==> config.mk <==
export PLATFORM = sky130hd
export DESIGN_NAME = bal_exec
export DESIGN_NICKNAME = d
export VERILOG_FILES = /design/src/pkg/bal_pkg.sv /design/src/hw/bal_exec.sv
export SDC_FILE = /design/constraint.sdc
export NUM_CORES = 2
export LEC_CHECK = 0
export BUFFER_PORTS_ARGS = -buffer_cell sky130_fd_sc_hd__buf_2
export CAP_MARGIN = 20
export CORE_MARGIN = 3
export CORE_UTILIZATION = 40
export CTS_CLUSTER_DIAMETER = 100
export DETAILED_ROUTE_END_ITERATION = 10
export PLACE_DENSITY = 0.65
export SLEW_MARGIN = 20
export SYNTH_ARGS = -nofsm -noshare
export SYNTH_HDL_FRONTEND = slang
export SYNTH_SLANG_ARGS = --single-unit
export TNS_END_PERCENT = 10
==> constraint.sdc <==
create_clock -name clk_sys -period 3.09 [get_ports clk_sys]
set_clock_uncertainty 0.05 [all_clocks]
set_input_delay 0.927 -clock clk_sys [delete_from_list [all_inputs] [get_ports clk_sys]]
set_output_delay 0.927 -clock clk_sys [all_outputs]
set_load 0.05 [all_outputs]
==> src/pkg/bal_pkg.sv <==
/*
  Shared types and constants for the branch and load execution unit:
  operation codes, pointer selections, flag and instruction carriers.
  Assumes a front end that hands over already decoded instructions.
*/
package bal_pkg;

  localparam int REG_COUNT   = 32;
  localparam int REG_IDX_W   = 5;
  localparam int DATA_W      = 8;
  localparam int ADDR_W      = 16;
  localparam int OFFSET_W    = 7;
  localparam int DISP_W      = 6;

  // low register index of each pointer pair
  localparam logic [4:0] PTR_X_LO = 5'h1a;
  localparam logic [4:0] PTR_Y_LO = 5'h1c;
  localparam logic [4:0] PTR_Z_LO = 5'h1e;

  localparam logic [7:0] REG_RESET     = 8'h00;
  localparam int         PC_STEP       = 1;
  localparam int         DIRECT_STEP   = 2;
  localparam int         CYC_BR_NOT    = 1;
  localparam int         CYC_BR_TAKEN  = 2;
  localparam int         CYC_COPY      = 1;
  localparam int         CYC_LOAD      = 2;

  typedef enum logic [4:0] {
    OP_NOP                        = 5'h00,
    OP_JUMP_IF_CARRY_CLEAR        = 5'h01,
    OP_JUMP_IF_SAME_OR_HIGHER     = 5'h02,
    OP_JUMP_IF_LOWER              = 5'h03,
    OP_JUMP_IF_NEGATIVE           = 5'h04,
    OP_JUMP_IF_POSITIVE           = 5'h05,
    OP_JUMP_IF_SIGNED_GE          = 5'h06,
    OP_JUMP_IF_SIGNED_LESS        = 5'h07,
    OP_JUMP_IF_HALF_CARRY_SET     = 5'h08,
    OP_JUMP_IF_HALF_CARRY_CLEAR   = 5'h09,
    OP_JUMP_IF_TRANSFER_FLAG_SET  = 5'h0a,
    OP_JUMP_IF_IRQ_ENABLED        = 5'h0b,
    OP_JUMP_IF_IRQ_DISABLED       = 5'h0c,
    OP_REGISTER_COPY              = 5'h0d,
    OP_REGISTER_PAIR_COPY         = 5'h0e,
    OP_IMMEDIATE_LOAD             = 5'h0f,
    OP_INDIRECT_LOAD              = 5'h10,
    OP_DISPLACED_LOAD             = 5'h11,
    OP_DIRECT_MEMORY_LOAD         = 5'h12
  } bal_op_t;

  typedef enum logic [1:0] {
    PSEL_X = 2'h0,
    PSEL_Y = 2'h1,
    PSEL_Z = 2'h2
  } bal_psel_t;

  typedef enum logic [1:0] {
    PMODE_PLAIN    = 2'h0,
    PMODE_POST_INC = 2'h1,
    PMODE_PRE_DEC  = 2'h2
  } bal_pmode_t;

  // status flags, same bit order as the status register
  typedef struct packed {
    logic irqEn;
    logic transfer;
    logic halfCarry;
    logic sign;
    logic overflow;
    logic negative;
    logic zero;
    logic carry;
  } bal_flags_t;

  typedef struct packed {
    bal_op_t              op;
    logic [4:0]           rd;
    logic [4:0]           rr;
    logic [7:0]           imm;
    logic [6:0]           offset;
    logic [5:0]           disp;
    bal_psel_t            psel;
    bal_pmode_t           pmode;
    logic [15:0]          addr;
  } bal_instr_t;

endpackage

==> src/hw/bal_exec.sv <==
/*
  Execution unit for conditional relative jumps and data loads: holds
  the working registers and the program counter, reads data memory.
  Assumes flags, instructions and memory data come from logic on clk_sys;
  memory answers combinationally in the cycle its read enable is high.
*/
`timescale 1ns/1ns
module bal_exec
  import bal_pkg::*;
#(
  parameter int PC_W = 16
) (
  input  wire logic               clk_sys,      // system clock, 125 MHz
  input  wire logic               resetn,       // async reset, active low
  input  wire logic               ce,           // clock enable, freezes all state when low
  input  wire logic               instrValid,   // decoded instruction offered
  input  wire bal_instr_t         instr,        // decoded instruction
  output      logic               instrReady,   // unit accepts an instruction
  input  wire bal_flags_t         flags,        // status register flags
  output      logic               memRdEn,      // data memory read strobe
  output      logic [ADDR_W-1:0]  memAddr,      // data memory read address
  input  wire logic [DATA_W-1:0]  memRdData,    // data memory read data
  output      logic [PC_W-1:0]    pc,           // program counter
  input  wire logic [4:0]         obsIdx,       // register to observe
  output      logic [DATA_W-1:0]  obsData       // observed register, one cycle late
);

  typedef enum logic [1:0] {
    ST_EXEC  = 2'b00,
    ST_LOAD  = 2'b01,
    ST_FLUSH = 2'b10
  } bal_state_t;

  bal_state_t             state_ff;
  bal_state_t             nxt_state;
  logic [PC_W-1:0]        pc_ff;
  logic [PC_W-1:0]        nxt_pc;
  logic [ADDR_W-1:0]      memAddr_ff;
  logic [ADDR_W-1:0]      nxt_memAddr;
  logic [4:0]             ldDest_ff;
  logic [4:0]             nxt_ldDest;
  logic [DATA_W-1:0]      obs_ff;
  logic [DATA_W-1:0]      nxt_obs;
  logic [DATA_W-1:0]      regs_ff [REG_COUNT];
  logic [DATA_W-1:0]      nxt_regs [REG_COUNT];
  logic [PC_W-1:0]        pcSeq;
  logic [PC_W-1:0]        pcJump;
  logic [PC_W-1:0]        offsetExt;
  logic [4:0]             ptrLo;
  logic [ADDR_W-1:0]      ptrVal;
  logic [ADDR_W-1:0]      ptrInc;
  logic [ADDR_W-1:0]      ptrDec;
  logic [4:0]             pairDst;
  logic [4:0]             pairSrc;
  logic                   accept;

  // jump condition of each conditional op
  function automatic logic jumpTaken(input bal_op_t op, input bal_flags_t f);
    logic t;
    t = 1'b0;
    case (op)
      OP_JUMP_IF_CARRY_CLEAR:       t = ~f.carry;
      OP_JUMP_IF_SAME_OR_HIGHER:    t = ~f.carry;
      OP_JUMP_IF_LOWER:             t = f.carry;
      OP_JUMP_IF_NEGATIVE:          t = f.negative;
      OP_JUMP_IF_POSITIVE:          t = ~f.negative;
      OP_JUMP_IF_SIGNED_GE:         t = ~(f.negative ^ f.overflow);
      OP_JUMP_IF_SIGNED_LESS:       t = f.negative ^ f.overflow;
      OP_JUMP_IF_HALF_CARRY_SET:    t = f.halfCarry;
      OP_JUMP_IF_HALF_CARRY_CLEAR:  t = ~f.halfCarry;
      OP_JUMP_IF_TRANSFER_FLAG_SET: t = f.transfer;
      OP_JUMP_IF_IRQ_ENABLED:       t = f.irqEn;
      OP_JUMP_IF_IRQ_DISABLED:      t = ~f.irqEn;
      default:                      t = 1'b0;
    endcase
    return t;
  endfunction

  function automatic logic isJump(input bal_op_t op);
    return (op >= OP_JUMP_IF_CARRY_CLEAR) && (op <= OP_JUMP_IF_IRQ_DISABLED);
  endfunction

  function automatic logic [4:0] ptrBase(input bal_psel_t sel);
    logic [4:0] b;
    b = PTR_Z_LO;
    if (sel == PSEL_X) begin
      b = PTR_X_LO;
    end else if (sel == PSEL_Y) begin
      b = PTR_Y_LO;
    end
    return b;
  endfunction

  assign instrReady = (state_ff == ST_EXEC);
  assign accept     = instrValid && instrReady;
  assign memRdEn    = (state_ff == ST_LOAD);
  assign memAddr    = memAddr_ff;
  assign pc         = pc_ff;
  assign obsData    = obs_ff;

  // offset sign-extended, sum wraps at PC_W bits
  assign offsetExt = {{(PC_W-OFFSET_W){instr.offset[OFFSET_W-1]}}, instr.offset};
  assign pcSeq     = pc_ff + PC_W'(PC_STEP);
  assign pcJump    = pcSeq + offsetExt;

  assign ptrLo   = ptrBase(instr.psel);
  assign ptrVal  = {regs_ff[ptrLo + 5'd1], regs_ff[ptrLo]};
  assign ptrInc  = ptrVal + ADDR_W'(1);
  assign ptrDec  = ptrVal - ADDR_W'(1);
  assign pairDst = {instr.rd[4:1], 1'b0};
  assign pairSrc = {instr.rr[4:1], 1'b0};

  always_comb begin
    nxt_state   = state_ff;
    nxt_pc      = pc_ff;
    nxt_memAddr = memAddr_ff;
    nxt_ldDest  = ldDest_ff;
    nxt_regs    = regs_ff;
    nxt_obs     = regs_ff[obsIdx];
    case (state_ff)
      ST_EXEC: begin
        if (accept) begin
          nxt_pc = pcSeq;
          if (isJump(instr.op)) begin
            // flags are only read, never written
            if (jumpTaken(instr.op, flags)) begin
              nxt_pc    = pcJump;
              nxt_state = ST_FLUSH;
            end
          end else begin
            case (instr.op)
              OP_REGISTER_COPY: begin
                nxt_regs[instr.rd] = regs_ff[instr.rr];
              end
              OP_REGISTER_PAIR_COPY: begin
                nxt_regs[pairDst]        = regs_ff[pairSrc];
                nxt_regs[pairDst + 5'd1] = regs_ff[pairSrc + 5'd1];
              end
              OP_IMMEDIATE_LOAD: begin
                nxt_regs[instr.rd] = instr.imm;
              end
              OP_INDIRECT_LOAD: begin
                nxt_ldDest  = instr.rd;
                nxt_state   = ST_LOAD;
                nxt_memAddr = ptrVal;
                if (instr.pmode == PMODE_POST_INC) begin
                  nxt_regs[ptrLo]        = ptrInc[7:0];
                  nxt_regs[ptrLo + 5'd1] = ptrInc[15:8];
                end else if (instr.pmode == PMODE_PRE_DEC) begin
                  nxt_memAddr            = ptrDec;
                  nxt_regs[ptrLo]        = ptrDec[7:0];
                  nxt_regs[ptrLo + 5'd1] = ptrDec[15:8];
                end
              end
              OP_DISPLACED_LOAD: begin
                nxt_ldDest  = instr.rd;
                nxt_state   = ST_LOAD;
                nxt_memAddr = ptrVal + {{(ADDR_W-DISP_W){1'b0}}, instr.disp};
              end
              OP_DIRECT_MEMORY_LOAD: begin
                nxt_ldDest  = instr.rd;
                nxt_state   = ST_LOAD;
                nxt_memAddr = instr.addr;
                nxt_pc      = pc_ff + PC_W'(DIRECT_STEP);
              end
              default: begin
                nxt_state = ST_EXEC;
              end
            endcase
          end
        end
      end
      ST_LOAD: begin
        nxt_regs[ldDest_ff] = memRdData;
        nxt_state           = ST_EXEC;
      end
      ST_FLUSH: begin
        nxt_state = ST_EXEC;
      end
      default: begin
        nxt_state = ST_EXEC;
      end
    endcase
  end

  always_ff @(posedge clk_sys or negedge resetn) begin
    if (!resetn) begin
      state_ff   <= ST_EXEC;
      pc_ff      <= '0;
      memAddr_ff <= '0;
      ldDest_ff  <= '0;
      obs_ff     <= REG_RESET;
    end else if (ce) begin
      state_ff   <= nxt_state;
      pc_ff      <= nxt_pc;
      memAddr_ff <= nxt_memAddr;
      ldDest_ff  <= nxt_ldDest;
      obs_ff     <= nxt_obs;
    end
  end

  // working registers, one flop bank each
  for (genvar g = 0; g < REG_COUNT; g++) begin : g_reg
    always_ff @(posedge clk_sys or negedge resetn) begin
      if (!resetn) begin
        regs_ff[g] <= REG_RESET;
      end else if (ce) begin
        regs_ff[g] <= nxt_regs[g];
      end
    end
  end

endmodule // bal_exec

Word-level counts from Yosys, hierarchy flattened. Cells that the tools add are included.

Flip-flop bits (word level): 303. Input port bits: 81. Output and inout port bits: 42. Word-level logic and storage cells: 191.

Add/subtract/negate cells: 9. Order comparisons: 18. Equal/unequal tests: 28. Muxes and demuxes: 62. Bitwise logic cells: 17. Reduce and logical (&&, ||, !) cells: 20.

Operator list (count): bitwise mux 256 bit (9); 2-to-1 mux 256 bit (4); one-hot mux 256 bit (4 select lines) (1); one-hot mux 256 bit (2 select lines) (1); binary-select mux 8 bit (select 5 bit) (6); demux 8 bit (select 5 bit) (6); 2-to-1 mux 8 bit (18); 2-to-1 mux 16 bit (5); greater-or-equal comparator 6 bit, second input constant (10); inverter 5 -> 6 bit (10); one-hot mux 16 bit (3 select lines) (1); equality test 5 x 4 -> 1 bit, second input constant (8); < comparator 6 x 1 -> 1 bit, second input constant (6); adder 16 x 1 -> 16 bit, second input constant (2); equality test 5 x 3 -> 1 bit, second input constant (4); adder 16 bit (1); adder 16 x 2 -> 16 bit, second input constant (1); adder 16 x 6 -> 16 bit (1); subtractor 16 x 1 -> 16 bit, second input constant (1); adder 5 x 1 -> 5 bit, second input constant (3); equality test 5 bit, second input constant (3); one-hot mux 1 bit (11 select lines) (1); equality test 5 x 2 -> 1 bit, second input constant (2); 2-to-1 mux 2 bit (5); 25 further kinds (45).

Longest topological paths before layout.
Depth after elaboration: 17. Gate-level depth with buffers: 15. Depth with buffers taken out: 14.

Worst setup path after synthesis. OpenSTA, ideal clock, no wires.

Kind: input-to-reg. Start: in instr[18] (netlist name). End: reg memAddr_ff[14], in the netlist memAddr[14]. Library setup time: 141 ps. Data arrival time: 3229 ps. Data required time: 2899 ps. Path slack: -330 ps. Stages: 15. Path buffers: 1. Path through: buf_6 mux2i_1 o21a_1 inv_1 ha_1 inv_1 fa_1 nor2b_1 o21a_1 o21ai_0 a21oi_1 nand3_1 xor2_1 a22oi_1 a31oi_1.

Longest elaborated chain between the ends: 12. Elaborated cells on any way between the ends: 18. Those cells by class: add/sub (3); eq/ne (1); mux (11); bitwise (2); reduce/logical (1).

Ends and longest elaborated chain: start, declared (line bal_exec.sv:17) `input wire bal_instr_t instr,`; equality test 2 x 1 -> 1 bit (line bal_exec.sv:88) `end else if (sel == PSEL_Y) begin`; 2-to-1 mux 2 bit (line bal_exec.sv:88); 2-to-1 mux 5 bit * (line bal_exec.sv:86) `if (sel == PSEL_X) begin`; adder 5 x 1 -> 5 bit (line bal_exec.sv:107) `assign ptrVal = {regs_ff[ptrLo + 5'd1], regs_ff[ptrLo]};`; inverter 5 -> 6 bit (not written as such) (line bal_exec.sv:107); binary-select mux 8 bit (select 5 bit) (line bal_exec.sv:107); 2-to-1 mux 8 bit (not written as such) (2 in a row) (line bal_exec.sv:107); subtractor 16 x 1 -> 16 bit (line bal_exec.sv:109) `assign ptrDec = ptrVal - ADDR_W'(1);`; 2-to-1 mux 16 bit (line bal_exec.sv:149) `end else if (instr.pmode == PMODE_PRE_DEC) begin`; 2-to-1 mux 16 bit (line bal_exec.sv:146) `if (instr.pmode == PMODE_POST_INC) begin`; one-hot mux 16 bit (3 select lines) * (line bal_exec.sv:131) `case (instr.op)`; end signal, assigned (line bal_exec.sv:196) `memAddr_ff <= nxt_memAddr;`; end, declared (line bal_exec.sv:38) `logic [ADDR_W-1:0] memAddr_ff;`.

Every way passes the cells marked *; elsewhere a longest branch is shown, timed or not. The select of a mux whose other input is x is not followed. A chain may end at the register's enable or synchronous reset.

Worst setup path after layout.
Start: in instr[42] (netlist name). End: reg regs_ff[186] (netlist name).

Longest elaborated chain between the ends: 10. Elaborated cells on any way between the ends: 20. Those cells by class: add/sub (1); mux (16); bitwise (3).

Ends and longest elaborated chain: adder 5 x 1 -> 5 bit / inverter 5 -> 6 bit (equally long branches) (line bal_exec.sv:137, bal_exec.sv:136); inverter 5 -> 6 bit (not written as such) / binary-select mux 8 bit (select 5 bit) (equally long branches) (line bal_exec.sv:137, bal_exec.sv:136); binary-select mux 8 bit (select 5 bit) / 2-to-1 mux 8 bit (equally long branches) (line bal_exec.sv:137, bal_exec.sv:136); 2-to-1 mux 8 bit (on tied branches) (line bal_exec.sv:137, bal_exec.sv:136); 2-to-1 mux 8 bit (not written as such) / bitwise mux 256 bit (equally long branches) (line bal_exec.sv:137, bal_exec.sv:136); bitwise mux 256 bit (line bal_exec.sv:137) `nxt_regs[pairDst + 5'd1] = regs_ff[pairSrc + 5'd1];`; one-hot mux 256 bit (4 select lines) * (line bal_exec.sv:131); 2-to-1 mux 256 bit * (line bal_exec.sv:124) `if (isJump(instr.op)) begin`; 2-to-1 mux 256 bit * (line bal_exec.sv:122) `if (accept) begin`; one-hot mux 256 bit (2 select lines) * (line bal_exec.sv:120) `case (state_ff)`; end signal, assigned by index (line bal_exec.sv:208) `regs_ff[g] <= nxt_regs[g];`; end, declared (line bal_exec.sv:44) `logic [DATA_W-1:0] regs_ff [REG_COUNT];`.

Marks and branches as above.

==> results.cfg <==
[placed_design]
place.gp.congestion = 1.10
placed_area_sq_mm = 0.0382
dp_hpwl_microns = 120000
dp.cells = 5110
io_buffers = 120

[global_routing]
antenna_found_initial = 10
grt_max_degree = 70
gr-usage-all-layers_pct = 40.1
grt_overflow = 0
grt_pass1_wl_microns = 242000
grt_pass1_vias = 35100

[sta]
finalCritPeriodShare_pct = 102
setup_viol = 15
finalHoldViolations = 0
drv_slew = 0
relSlewSlack_pct = 33.2
worst_slew_pin_slew_ps = 1000
min_period_ps = 3160
finalSetupTns_ps = -469
grt_setup_unrepaired = true
max_freq_mhz = 316
setup_ws_ps = -69.7

[power]
peakVddDrop_mv = 0.348
p_clk_share_pct = 28.2
p_int_w = 0.0102
switching_share_pct = 42.5
power.density_cell_area_mw_per_mm2 = 446
p_sw_w = 0.00752
seq_power_share_pct = 29.2
leakagePower_nw = 15.8
p_comb_share_pct = 42.6

[synth]
ys_seq_area_share_pct = 24.6
synth_edf_count = 0
synth.ff_latch_count = 303
ys_types = 96
synthFlopType = dfrtp_1
synth_fp_nets = 3664
synth-xor-area-share_pct = 2.05
yosys.area.top_type = dfrtp_1
synth_top_family_by_area = compound AO/OA/AOI/OAI gates
async_reset_ff_share_pct = 100
syn_area_per_cell_sq_um = 8.66
synth_top_area_share_pct = 24.6
ys_warn_count = 0
synth_fa_ha_area_share_pct = 1.14
synth_top_cells_by_area = dfrtp_1 25%, mux4_2 15%, nand2_1 6.8%
synth_compound_area_share_pct = 31.0
synth_cells = 3557
syn_area_sq_mm = 0.0308
synth-simple-area-share_pct = 15.4
synth_mux_area_share_pct = 20.2

[cells_and_area]
final_common_cell = buf_4
final_util_pct = 52.2
layout.cells.most_common_list = 686 x buf_4, 551 x nand2_1, 303 x a21oi_1, 298 x dfrtp_1, 251 x nor2_1
nFillCells = 7154
finalNetCount = 4232
instances_no_fill = 5198
area_delta_synth_final_pct = 28.9
fin_area_sq_mm = 0.0397
drive_gt1_share_pct = 31.2

[clock_tree]
clock_path_buffers = 3
cts-root-buf = clkbuf_16
ctsHtreeMaxLevel = 2
clock_sinks = 303
clock_latency_ps = 620
clkSlewWorstSetupHoldPaths_ps = 60
cts_buffers = 42
hold_buffers = 0
cts_tree = built

[floorplan]
fp.dieW_microns = 284
die_h_microns = 284
io_pins = 123
row_count = 101
start_util_pct = 40.5
fp.dieArea_sq_mm = 0.0804
core-area_sq_mm = 0.0761

[routing]
via_per_inst = 7.22
wl_per_cell_microns = 32.2
totalWireLength_microns = 167000
firstDrtPassIters = 7
ant_nets = 0
vias = 37500
drc_errors = 0
drt-initial-drc-count = 6777

[setup_path]
cp-end-kind = register
crit_fanout = 27
worst-setup-path-type = in -> reg
critPathRequiredTime_ps = 3510
arrival_ps = 3570
startpoint_type = input port

[run_status]
violations = negative setup slack
outcome = finished, violations left

[flow_run]
drv_cap = 0

[worst_hold_path]
min_path_type = in -> async
==> Yosys cell counts (24+ instances only) <==
master,count
a211oi_1,124
a21o_1,52
a21oi_1,309
a221o_1,94
a221oi_1,167
a22o_1,60
a31oi_1,37
buf_1,43
buf_2,76
buf_4,26
clkbuf_1,199
dfrtp_1,303
ha_1,24
mux2i_1,138
mux4_2,206
nand2_1,556
nand3_1,62
nor2_1,261
nor2b_1,24
nor3_1,63
o21ai_0,113
o221ai_1,60
o22ai_1,26
o31ai_1,139
xnor2_1,49
==> worst max-delay path, cell delays in order <==
cell      delay (ps)
buf_12           210
buf_4            220
mux4_2           510
a211oi_1         670
buf_4            240
a31oi_2           90
buf_12           250
nand2_1           60
a21oi_1           60
a211oi_1         200
o31ai_1          100
==> logic make-up (layout without fill, tap and decap cells) <==
logic type	after synthesis	count (layout)
AO/OA/AOI/OAI	1326	1326
XOR/XNOR	72	72
adder cells (fa/ha/maj)	27	27
buffers and inverters	379	980
flip-flops	303	303
multiplexers	362	362
other	0	10
AND/OR/NAND/NOR	1088	1088
==> flip-flops by register name, summed over array words and instances (netlist names) <==
register and count:
ldDest_ff 5, memAddr 16, obsData 8, pc 16, regs_ff 256, state_ff 2
==> layout make-up <==
cell class	count	area [sq um]	share of cell area, %
clock buffer	56	1150	2.91
sequential	303	7590	19.1
timing repair buffer	882	7360	18.5
tap	1030	1290	3.25
inverter	21	86.3	0.217
clock inverter	21	194	0.488
multi-input combinational	2875	22000	55.4
antenna	10	25.0	0.0630
==> per-layer routing <==
layer	vias to the layer above	track usage [%]	wire (microns)	part of all wire, %
li1	15200	-	-	-
met1	17800	49.5	57100	34
met2	3532	56.0	65400	39
met3	1066	16.0	27000	16
met4	2	30.6	17600	11
met5	-	0.179	80	0.048
==> through the flow <==
step	power [W]	setup WS, ps	hold slack [ps]
global placement	0.0122	-618	407
finish	0.0177	-69.7	288
detailed placement	0.0123	-637	415
CTS	0.0173	1.08	298
floorplan	0.00901	-178	426
global route	0.0182	-44.7	321
==> power groups by stage <==
stage	Combinational, W	Sequential, W	Clock, W
2_1_floorplan	0.00346	0.00555	0
5_1_grt	0.00786	0.00519	0.00514
3_3_place_gp	0.00706	0.00514	0
3_5_place_dp	0.00713	0.00516	0
4_1_cts	0.00719	0.00509	0.00501
6_report	0.00754	0.00517	0.00500
==> timing repair <==
| item | 4_1_cts | 5_1_grt |
|---|---|---|
| pin swaps | 0 | 11 |
| endpoints found under the setup margin | 6 | 99 |
| gates resized for setup | 3 | 21 |
| buffers inserted | 0 | 1 |
==> path summary, 6_finish.rpt <==
path | start | endpoint | slack, ps | cells past startpoint
worst min register to register | pc[15] | pc[15] | 410 | 1
max in group asynchronous | resetn | regs_ff[5] | 1860 | 2
min in group clk_sys | pc[15] | pc[15] | 410 | 1
worst min-delay path | resetn | regs_ff[197] | 290 | 1
worst max register to register | pc[1] | pc[13] | 70 | 15
worst max-delay path | instr[42] | regs_ff[186] | -70 | 11
Note: power is estimated with default switching activity, not from simulation.
